## src/logic/rx_pause_pkg.sv

```systemverilog
// constants, field layouts and types for the receive pause interface
// assumes a single 200 MHz receive clock and a byte-wide frame stream
package rx_pause_pkg;
  localparam int NUM_SLOTS = 9;
  localparam int NUM_PRIO = 8;
  localparam int GLOBAL_SLOT = 8;
  localparam int QUANTA_W = 16;
  localparam int DATA_W = 32;
  localparam int ADDR_W = 8;
  localparam int STATUS_W = 4;
  localparam int CNT_W = 16;
  localparam real CLK_PERIOD_NS = 5.0;

  // register byte addresses
  localparam logic [7:0] ADDR_CTRL = 8'h00;
  localparam logic [7:0] ADDR_PRIO_EN = 8'h04;
  localparam logic [7:0] ADDR_STN_LO = 8'h08;
  localparam logic [7:0] ADDR_STN_HI = 8'h0c;
  localparam logic [7:0] ADDR_STATUS = 8'h10;
  localparam logic [7:0] ADDR_INT_EN = 8'h14;
  localparam logic [7:0] ADDR_INT_CLR = 8'h18;
  localparam logic [7:0] ADDR_REQ_STATE = 8'h1c;
  localparam logic [7:0] ADDR_CNT_PRIO = 8'h20;
  localparam logic [7:0] ADDR_CNT_GLOB = 8'h24;
  localparam logic [7:0] ADDR_CNT_REJ = 8'h28;

  // control register bit positions
  localparam int CTRL_PPE_BIT = 0;
  localparam int CTRL_MCAST_BIT = 1;
  localparam int CTRL_UCAST_BIT = 2;
  localparam int CTRL_SA_BIT = 3;
  localparam int CTRL_ETYPE_BIT = 4;
  localparam int CTRL_OPCODE_BIT = 5;
  localparam int CTRL_GLOBAL_BIT = 8;

  // status, enable and clear bit positions
  localparam int ST_PRIO_BIT = 0;
  localparam int ST_GLOB_BIT = 1;
  localparam int ST_REJ_BIT = 2;
  localparam int ST_OVR_BIT = 3;

  // frame layout, byte offsets from the first destination byte
  localparam int HDR_BYTES = 34;
  localparam logic [5:0] HDR_CNT = 6'h22;
  localparam int OFS_DA = 0;
  localparam int OFS_SA = 6;
  localparam int OFS_ETYPE = 12;
  localparam int OFS_OPCODE = 14;
  localparam int OFS_CEV = 16;
  localparam int OFS_GLOBAL_TIME = 16;
  localparam int OFS_TIME = 18;
  localparam int ADDR_GROUP_BIT = 40;

  localparam logic [47:0] PAUSE_MCAST_DA = 48'h0180_c200_0001;
  localparam logic [15:0] PAUSE_ETHERTYPE = 16'h8808;
  localparam logic [15:0] OPCODE_PRIO = 16'h0101;
  localparam logic [15:0] OPCODE_GLOBAL = 16'h0001;

  // reset values
  localparam logic [8:0] PRIO_EN_RESET = 9'h1ff;
  localparam logic [47:0] STATION_RESET = 48'h0000_0000_0000;

  typedef logic [8*HDR_BYTES-1:0] hdr_t;
  typedef logic [NUM_SLOTS-1:0][QUANTA_W-1:0] quanta_arr_t;

  typedef struct packed {
    hdr_t hdr;
    logic good;
  } frame_t;

  typedef struct packed {
    logic global_pause_enable;
    logic rx_prio_pause_opcode_check;
    logic rx_prio_pause_ethertype_check;
    logic rx_prio_pause_srcaddr_check;
    logic rx_prio_pause_ucast_check;
    logic rx_prio_pause_mcast_check;
    logic rx_prio_pause_enable;
  } ctrl_t;

  localparam ctrl_t CTRL_RESET = 7'h71;

  typedef enum logic [1:0] {PS_IDLE = 2'h1, PS_RECV = 2'h2} parse_state_t;

  function automatic logic [15:0] hdr_f16(hdr_t h, int ofs);
    return h[8*(HDR_BYTES-2-ofs) +: 16];
  endfunction

  function automatic logic [47:0] hdr_f48(hdr_t h, int ofs);
    return h[8*(HDR_BYTES-6-ofs) +: 48];
  endfunction
endpackage

```

## src/logic/rx_pause_parser.sv

```systemverilog
// byte-stream header capture for pause frames
// assumes bytes arrive synchronous to clk, start marked by sop, end by eop
`timescale 1ns/1ps
module rx_pause_parser (
  // clock and reset
  input wire logic clk,
  input wire logic reset_n,
  // frame stream
  input wire logic [7:0] rx_data,
  input wire logic rx_valid,
  input wire logic rx_sop,
  input wire logic rx_eop,
  input wire logic rx_err,
  // captured header
  output rx_pause_pkg::frame_t frame,
  output logic frame_done
);
  import rx_pause_pkg::*;

  typedef struct packed {
    parse_state_t st;
    logic [5:0] cnt;
    frame_t frm;
    logic done;
  } parse_ff_t;

  parse_ff_t st_ff;
  parse_ff_t nxt_st;

  function automatic hdr_t shift_in(hdr_t h, logic [7:0] b);
    return {h[8*HDR_BYTES-9:0], b};
  endfunction

  always_comb begin
    nxt_st = st_ff;
    nxt_st.done = 1'b0;
    case (st_ff.st)
      PS_IDLE: begin
        if (rx_valid && rx_sop) begin
          nxt_st.frm.hdr = shift_in('0, rx_data);
          nxt_st.cnt = 6'h01;
          nxt_st.st = PS_RECV;
        end
      end
      PS_RECV: begin
        // a stray sop restarts capture rather than merging two frames
        if (rx_valid && rx_sop) begin
          nxt_st.frm.hdr = shift_in('0, rx_data);
          nxt_st.cnt = 6'h01;
        end else if (rx_valid && st_ff.cnt < HDR_CNT) begin
          nxt_st.frm.hdr = shift_in(st_ff.frm.hdr, rx_data);
          nxt_st.cnt = st_ff.cnt + 6'h01;
        end
      end
      default: nxt_st.st = PS_IDLE;
    endcase
    if (rx_valid && rx_eop && nxt_st.st == PS_RECV) begin
      nxt_st.done = 1'b1;
      nxt_st.frm.good = !rx_err && nxt_st.cnt == HDR_CNT;
      nxt_st.st = PS_IDLE;
    end
  end

  always_ff @(posedge clk or negedge reset_n) begin
    if (!reset_n) begin
      st_ff <= '{st: PS_IDLE, cnt: 6'h00, frm: '0, done: 1'b0};
    end else begin
      st_ff <= nxt_st;
    end
  end

  assign frame = st_ff.frm;
  assign frame_done = st_ff.done;
endmodule

```

## src/logic/rx_pause_slot.sv

```systemverilog
// one request, valid and quanta slot of the pause user interface
// assumes the user acknowledges in the same clock domain
`timescale 1ns/1ps
module rx_pause_slot (
  // clock and reset
  input wire logic clk,
  input wire logic reset_n,
  // load from frame checker
  input wire logic load,
  input wire logic [15:0] load_quanta,
  // user side
  input wire logic ack,
  output logic req,
  output logic valid,
  output logic [15:0] quanta
);
  import rx_pause_pkg::*;

  typedef struct packed {
    logic req;
    logic valid;
    logic [15:0] quanta;
  } slot_ff_t;

  slot_ff_t st_ff;
  slot_ff_t nxt_st;

  always_comb begin
    nxt_st = st_ff;
    nxt_st.valid = load;
    if (load) begin
      nxt_st.quanta = load_quanta;
    end
    // a new frame in the acknowledge cycle keeps the request up
    nxt_st.req = load | (st_ff.req & ~ack);
  end

  always_ff @(posedge clk or negedge reset_n) begin
    if (!reset_n) begin
      st_ff <= '0;
    end else begin
      st_ff <= nxt_st;
    end
  end

  assign req = st_ff.req;
  assign valid = st_ff.valid;
  assign quanta = st_ff.quanta;
endmodule

```

## src/logic/rx_priority_pause_interface.sv

```systemverilog
// receive pause frame checker with per-priority user handshake and registers
// assumes one clock, a synchronous byte stream and a never-waiting register master
`timescale 1ns/1ps
module rx_priority_pause_interface (
  // clock and reset
  input wire logic CLK,
  input wire logic RESET_N,
  // register port
  input wire logic [rx_pause_pkg::ADDR_W-1:0] ADDR,
  input wire logic [rx_pause_pkg::DATA_W-1:0] WDATA,
  input wire logic WR,
  input wire logic RD,
  output logic [rx_pause_pkg::DATA_W-1:0] RDATA,
  // receive frame stream
  input wire logic [7:0] RX_DATA,
  input wire logic RX_VALID,
  input wire logic RX_SOP,
  input wire logic RX_EOP,
  input wire logic RX_ERR,
  // pause user interface
  output logic [rx_pause_pkg::NUM_SLOTS-1:0] RX_PAUSE_REQ,
  output logic [rx_pause_pkg::NUM_SLOTS-1:0] RX_PAUSE_VALID,
  output rx_pause_pkg::quanta_arr_t RX_PAUSE_QUANTA,
  input wire logic [rx_pause_pkg::NUM_SLOTS-1:0] RX_PAUSE_ACKNOWLEDGE,
  // interrupt
  output logic IRQ
);
  import rx_pause_pkg::*;

  typedef struct packed {
    ctrl_t ctrl;
    logic [NUM_SLOTS-1:0] rx_pause_priority_enable;
    logic [47:0] station;
    logic [STATUS_W-1:0] status;
    logic [STATUS_W-1:0] int_en;
    logic [CNT_W-1:0] cnt_prio;
    logic [CNT_W-1:0] cnt_glob;
    logic [CNT_W-1:0] cnt_rej;
    logic [DATA_W-1:0] rdata;
    logic irq;
  } top_ff_t;

  top_ff_t st_ff;
  top_ff_t nxt_st;

  frame_t frame;
  logic frame_done;
  logic [47:0] da;
  logic [47:0] sa;
  logic [15:0] etype;
  logic [15:0] opcode;
  logic [15:0] cev_word;
  logic [7:0] cev;
  logic da_mcast;
  logic da_ucast;
  logic da_ok;
  logic sa_ok;
  logic et_ok;
  logic op_ok;
  logic is_global;
  logic prio_accept;
  logic glob_accept;
  logic rejected;
  logic overrun;
  logic [NUM_SLOTS-1:0] load_vec;
  quanta_arr_t load_q;
  logic [15:0] glob_q;
  logic [STATUS_W-1:0] events;
  logic [DATA_W-1:0] rd_word;
  logic wr_cnt_prio;
  logic wr_cnt_glob;
  logic wr_cnt_rej;

  // saturating so software never sees a wrapped count
  function automatic logic [CNT_W-1:0] cnt_next(logic [CNT_W-1:0] c, logic inc, logic clr);
    logic [CNT_W-1:0] base;
    base = clr ? 16'h0000 : c;
    return (inc && base != 16'hffff) ? base + 16'h0001 : base;
  endfunction

  rx_pause_parser u_parser (
    .clk(CLK),
    .reset_n(RESET_N),
    .rx_data(RX_DATA),
    .rx_valid(RX_VALID),
    .rx_sop(RX_SOP),
    .rx_eop(RX_EOP),
    .rx_err(RX_ERR),
    .frame(frame),
    .frame_done(frame_done)
  );

  // frame qualification
  always_comb begin
    da = hdr_f48(frame.hdr, OFS_DA);
    sa = hdr_f48(frame.hdr, OFS_SA);
    etype = hdr_f16(frame.hdr, OFS_ETYPE);
    opcode = hdr_f16(frame.hdr, OFS_OPCODE);
    cev_word = hdr_f16(frame.hdr, OFS_CEV);
    cev = cev_word[7:0];
    glob_q = hdr_f16(frame.hdr, OFS_GLOBAL_TIME);
    da_mcast = da == PAUSE_MCAST_DA;
    da_ucast = da == st_ff.station;
    da_ok = (!st_ff.ctrl.rx_prio_pause_mcast_check && !st_ff.ctrl.rx_prio_pause_ucast_check)
      || (st_ff.ctrl.rx_prio_pause_mcast_check && da_mcast)
      || (st_ff.ctrl.rx_prio_pause_ucast_check && da_ucast);
    sa_ok = !st_ff.ctrl.rx_prio_pause_srcaddr_check || !sa[ADDR_GROUP_BIT];
    et_ok = !st_ff.ctrl.rx_prio_pause_ethertype_check || etype == PAUSE_ETHERTYPE;
    op_ok = !st_ff.ctrl.rx_prio_pause_opcode_check || opcode == OPCODE_PRIO;
    is_global = etype == PAUSE_ETHERTYPE && opcode == OPCODE_GLOBAL;
    glob_accept = frame_done && frame.good && st_ff.ctrl.global_pause_enable && is_global
      && (da_mcast || da_ucast);
    prio_accept = frame_done && frame.good && st_ff.ctrl.rx_prio_pause_enable && !is_global
      && da_ok && sa_ok && et_ok && op_ok;
    rejected = frame_done && etype == PAUSE_ETHERTYPE && !prio_accept && !glob_accept;
    for (int i = 0; i < NUM_PRIO; i++) begin
      load_q[i] = hdr_f16(frame.hdr, OFS_TIME + 2 * i);
    end
    load_q[GLOBAL_SLOT] = glob_q;
    // the enable masks only what the user sees; status and counters still record
    load_vec = {glob_accept, cev & {NUM_PRIO{prio_accept}}} & st_ff.rx_pause_priority_enable;
    overrun = |(load_vec & RX_PAUSE_REQ & ~RX_PAUSE_ACKNOWLEDGE);
    events = '0;
    events[ST_PRIO_BIT] = prio_accept;
    events[ST_GLOB_BIT] = glob_accept;
    events[ST_REJ_BIT] = rejected;
    events[ST_OVR_BIT] = overrun;
  end

  generate
    for (genvar g = 0; g < NUM_SLOTS; g++) begin : g_slot
      rx_pause_slot u_slot (
        .clk(CLK),
        .reset_n(RESET_N),
        .load(load_vec[g]),
        .load_quanta(load_q[g]),
        .ack(RX_PAUSE_ACKNOWLEDGE[g]),
        .req(RX_PAUSE_REQ[g]),
        .valid(RX_PAUSE_VALID[g]),
        .quanta(RX_PAUSE_QUANTA[g])
      );
    end
  endgenerate

  // register read mux
  always_comb begin
    rd_word = '0;
    case (ADDR)
      ADDR_CTRL: begin
        rd_word[CTRL_PPE_BIT] = st_ff.ctrl.rx_prio_pause_enable;
        rd_word[CTRL_MCAST_BIT] = st_ff.ctrl.rx_prio_pause_mcast_check;
        rd_word[CTRL_UCAST_BIT] = st_ff.ctrl.rx_prio_pause_ucast_check;
        rd_word[CTRL_SA_BIT] = st_ff.ctrl.rx_prio_pause_srcaddr_check;
        rd_word[CTRL_ETYPE_BIT] = st_ff.ctrl.rx_prio_pause_ethertype_check;
        rd_word[CTRL_OPCODE_BIT] = st_ff.ctrl.rx_prio_pause_opcode_check;
        rd_word[CTRL_GLOBAL_BIT] = st_ff.ctrl.global_pause_enable;
      end
      ADDR_PRIO_EN: rd_word[NUM_SLOTS-1:0] = st_ff.rx_pause_priority_enable;
      ADDR_STN_LO: rd_word = st_ff.station[31:0];
      ADDR_STN_HI: rd_word[15:0] = st_ff.station[47:32];
      ADDR_STATUS: rd_word[STATUS_W-1:0] = st_ff.status;
      ADDR_INT_EN: rd_word[STATUS_W-1:0] = st_ff.int_en;
      ADDR_REQ_STATE: rd_word[NUM_SLOTS-1:0] = RX_PAUSE_REQ;
      ADDR_CNT_PRIO: rd_word[CNT_W-1:0] = st_ff.cnt_prio;
      ADDR_CNT_GLOB: rd_word[CNT_W-1:0] = st_ff.cnt_glob;
      ADDR_CNT_REJ: rd_word[CNT_W-1:0] = st_ff.cnt_rej;
      default: rd_word = '0;
    endcase
  end

  // register writes, status and interrupt
  always_comb begin
    nxt_st = st_ff;
    wr_cnt_prio = WR && ADDR == ADDR_CNT_PRIO;
    wr_cnt_glob = WR && ADDR == ADDR_CNT_GLOB;
    wr_cnt_rej = WR && ADDR == ADDR_CNT_REJ;
    // clear first, then set, so an event in the clear cycle survives
    nxt_st.status = st_ff.status;
    if (WR) begin
      case (ADDR)
        ADDR_CTRL: begin
          nxt_st.ctrl.rx_prio_pause_enable = WDATA[CTRL_PPE_BIT];
          nxt_st.ctrl.rx_prio_pause_mcast_check = WDATA[CTRL_MCAST_BIT];
          nxt_st.ctrl.rx_prio_pause_ucast_check = WDATA[CTRL_UCAST_BIT];
          nxt_st.ctrl.rx_prio_pause_srcaddr_check = WDATA[CTRL_SA_BIT];
          nxt_st.ctrl.rx_prio_pause_ethertype_check = WDATA[CTRL_ETYPE_BIT];
          nxt_st.ctrl.rx_prio_pause_opcode_check = WDATA[CTRL_OPCODE_BIT];
          nxt_st.ctrl.global_pause_enable = WDATA[CTRL_GLOBAL_BIT];
        end
        ADDR_PRIO_EN: nxt_st.rx_pause_priority_enable = WDATA[NUM_SLOTS-1:0];
        ADDR_STN_LO: nxt_st.station[31:0] = WDATA;
        ADDR_STN_HI: nxt_st.station[47:32] = WDATA[15:0];
        ADDR_INT_EN: nxt_st.int_en = WDATA[STATUS_W-1:0];
        ADDR_INT_CLR: nxt_st.status = st_ff.status & ~WDATA[STATUS_W-1:0];
        default: nxt_st.status = st_ff.status;
      endcase
    end
    nxt_st.status = nxt_st.status | events;
    nxt_st.cnt_prio = cnt_next(st_ff.cnt_prio, prio_accept, wr_cnt_prio);
    nxt_st.cnt_glob = cnt_next(st_ff.cnt_glob, glob_accept, wr_cnt_glob);
    nxt_st.cnt_rej = cnt_next(st_ff.cnt_rej, rejected, wr_cnt_rej);
    nxt_st.rdata = RD ? rd_word : '0;
    nxt_st.irq = |(nxt_st.status & nxt_st.int_en);
  end

  always_ff @(posedge CLK or negedge RESET_N) begin
    if (!RESET_N) begin
      st_ff <= '{ctrl: CTRL_RESET, rx_pause_priority_enable: PRIO_EN_RESET, station: STATION_RESET,
                 default: '0};
    end else begin
      st_ff <= nxt_st;
    end
  end

  assign RDATA = st_ff.rdata;
  assign IRQ = st_ff.irq;
endmodule
```

## config.mk

```make
export PLATFORM = sky130hd
export DESIGN_NAME = rx_priority_pause_interface
export DESIGN_NICKNAME = d
export VERILOG_FILES = /design/src/logic/rx_pause_pkg.sv /design/src/logic/rx_pause_parser.sv /design/src/logic/rx_pause_slot.sv /design/src/logic/rx_priority_pause_interface.sv
export SDC_FILE = /design/constraint.sdc
export NUM_CORES = 1
export LEC_CHECK = 0
export BUFFER_PORTS_ARGS = -buffer_cell sky130_fd_sc_hd__buf_2
export CORE_ASPECT_RATIO = 0.9
export CORE_MARGIN = 10
export CORE_UTILIZATION = 55
export DETAILED_ROUTE_END_ITERATION = 10
export GPL_ROUTABILITY_DRIVEN = 0
export PLACE_DENSITY = 0.74
export SETUP_SLACK_MARGIN = 0.05
export SLEW_MARGIN = 30
export SYNTH_ARGS = -nofsm -noshare
export SYNTH_HDL_FRONTEND = slang
export SYNTH_SLANG_ARGS = --single-unit
```

## constraint.sdc

```tcl
create_clock -name CLK -period 3.5 [get_ports CLK]
set_input_delay 0.7 -clock CLK [delete_from_list [all_inputs] [get_ports CLK]]
set_output_delay 0.7 -clock CLK [all_outputs]
set_load 0.01 [all_outputs]
```

==> qor.yml <==
fin_crit_sh: 0.9176
cp_cell_sequence: "nor4b_2, nand4_1, a221o_1, a221o_1, a21oi_2, buf_4, nand4_1, or4_1, a21oi_1"
async_flop_share: 1.000
first_iter_violations: 1950
endpoint_kind: "flip-flop"
gr-total-overflow: 0
hold_viol_final: 0
dieArea_sq_um: 52780
rows: 72
io_buffer_count: 259
antenna_found_initial: 2
yosys.area.top_type: "dfrtp_1"
synth_ff_type: "dfrtp_1"
syn_to_final_growth_pct: 16.38
synthCells: 1875
diodes: 0
dp_hpwl_microns: 43560
placed_cell_area_sq_um: 26080
max-vdd-ir-drop_mv: 0.7616
power_mw: 15.17
cts_tree: "done"
yosysMostFrequentCell: "dfrtp_1"
crit_slowest_cell: "or4_1"
tightest_slew_ps: 719.3
fmax_mhz: 311.4
final.min_clock_period_ps: 3212
worstSetupStartpointType: "flip-flop"
worst-setup-path-type: "flip-flop to flip-flop"
clock-sinks: 597
clk_latency_ps: 640
vias_per_cell: 6.237
path_max_fanout: 29
setup_viol: 0
clockBufferDepth: 3
cellPowerDensity_nw_per_um2: 539.0
h-tree-depth: 2
leakage_nw: 14.18
fp.dieW_microns: 241.1
synth_area_sq_um: 24190
clkTransAtPathRegs_ps: 60
cts_root_buf: "clkbuf_16"
synth_common_cells: "dfrtp_1 (583), a22o_1 (275), mux2_2 (154)"
wl_per_cell_microns: 23.42
synth_edf_count: 0
grt_usage: 0.2381
status: "finished clean"
grt_start_max_net_pins: 144
fin_nets: 2167
drtPass1Iterations: 6
synth.net_count: 1946
drv_cap: 0
cts_resized: 0
synth_seq_cells: 597
yosys_warnings: 0
skew_ps: 23.18
dr_total_vias: 16830
seq_area_frac_synth: 0.6184
cts_buffers: 57
grt_pass1_wl_microns: 99390
synthDistinctLibCells: 60
cts_setup_buffers: 0
grt_pass1_vias: 17090
fin_area_sq_um: 28150
fin_tns_setup_ps: 0
drive_above_1_share: 0.2826
holdBufCountCts: 0
core-area_sq_um: 43240
synth_top_area_frac: 0.6032
critical_path_required_ps: 4050
boundaryPins: 260
slew_headroom: 0.5205
drt_wl_total_microns: 63200
slowest_delay_ps: 470
slew_viol_final: 0
worstHoldPathType: "primary input to async pin"
syn_avg_cell_area_sq_um: 12.90
route.detailed.drc: 0
synth_area_leaders: "dfrtp_1 (60%), a22o_1 (10%), mux2_2 (7.2%)"
rr_worst_depth: 9
cp_data_arrival_time_ps: 3760
die_h_microns: 218.9
rsz0062_at_grt: "false"
start_util: 0.5593
ant_nets: 0
-- cell type report --
cell class,instances,area (sq um)
well taps,555,694.4
clock inverters,31,449.2
multi-input cells,1089,8392
clock buffers,76,1618
inverters,31,116.4
fillers,3205,15090
repair buffers,320,1922
flip-flops and latches,597,14960
-- registers in the layout, summed over array words and instances, names as in the netlist --
name and count:
u_parser.frame 273, st_ff 120, u_parser.frame_done 1, u_parser.st_ff 8
g_slot.u_slot.quanta 144, g_slot.u_slot.req 9, RDATA 32, IRQ 1
g_slot.u_slot.valid 9
-- critical path, delay by kind of cell, from the launching register on --
family          cells  cell delay [ps]
flops               1              420
simple gates        4             1390
buf+inv             1              340
compound gates      4              960
-- cells by family (layout without fill, tap and decap cells) --
group | count (synthesis) | in the layout | share of synthesized area
AOI/OAI and AO/OA | 444 | 444 | 0.1464
xor gates and xnor gates | 76 | 76 | 0.02752
adders and majority gates | 6 | 6 | 0.003104
buffers and inverters | 189 | 458 | 0.03730
DFF | 597 | 597 | 0.6184
muxes | 180 | 180 | 0.08370
and+or+nand+nor | 383 | 383 | 0.08360
-- placed cells by master (no fill, tap or decap), types with 5 or more instances in the layout --
| master | instances |
|---|---|
| buf_2 | 258 |
| xor2_1 | 18 |
| ha_1 | 5 |
| dfrtp_1 | 583 |
| buf_4 | 49 |
| dfstp_2 | 14 |
| a31oi_1 | 10 |
| a222oi_1 | 17 |
| and3_1 | 27 |
| o31ai_1 | 5 |
| a221oi_1 | 7 |
| buf_12 | 11 |
| nand4_1 | 39 |
| inv_1 | 31 |
| or4_1 | 8 |
| mux2_2 | 154 |
| clkbuf_1 | 7 |
| bufinv_16 | 9 |
| a21oi_1 | 32 |
| mux2_1 | 24 |
| a22oi_1 | 22 |
| clkinv_2 | 14 |
| nand4b_1 | 9 |
| nor4b_1 | 7 |
| o21ai_0 | 40 |
| nand2b_1 | 6 |
| a22o_1 | 275 |
| nor4_1 | 27 |
| nor3_1 | 10 |
| nand3_1 | 32 |
| xnor2_1 | 58 |
| clkbuf_8 | 12 |
| and2_1 | 10 |
| clkbuf_16 | 57 |
| nand2_1 | 138 |
| o21ai_1 | 8 |
| nor2_1 | 37 |
| or3_1 | 8 |
-- power breakdown --
group / switching (mW) / internal, mW
sequential: 0.0936 / 7.00
clock: 2.74 / 3.94
combinational: 1.09 / 0.315
-- worst paths after layout --
| kind | slack (ps) | to | startpoint |
|---|---|---|---|
| min reg2reg | 470 | g_slot[8].u_slot.quanta[6] | g_slot[8].u_slot.quanta[6] |
| max in group asynchronous | 2480 | u_parser.frame[85] | RESET_N |
| max | 290 | st_ff[78] | u_parser.frame[157] |
| min in group CLK | 260 | g_slot[4].u_slot.req | RX_PAUSE_ACKNOWLEDGE[4] |
| max reg2reg | 290 | st_ff[78] | u_parser.frame[157] |
| min | 20 | st_ff[105] | RESET_N |
-- routing by layer --
layer  up-vias  GRT usage  part of all wire
met5         -          0           0.00049
met4         4    0.07644             0.028
met3       126    0.07266             0.096
met2       702     0.3683              0.47
met1      8661     0.3172              0.41
li1       7341          -                 -
-- per-stage QoR --
step                      std cells    util  hold slack [ps]  setup WS (ps)
after floorplan                1875       -            404.4         -203.0
after global placement         2591  0.6025            448.8          91.12
after detailed placement       2592  0.6032            457.0         -61.53
after CTS                      2699  0.6510            44.23          317.3
after global routing           2699  0.6510            58.82          150.5
final                          2699  0.6510            21.24          288.5
Power figures use the tool's default switching activity.
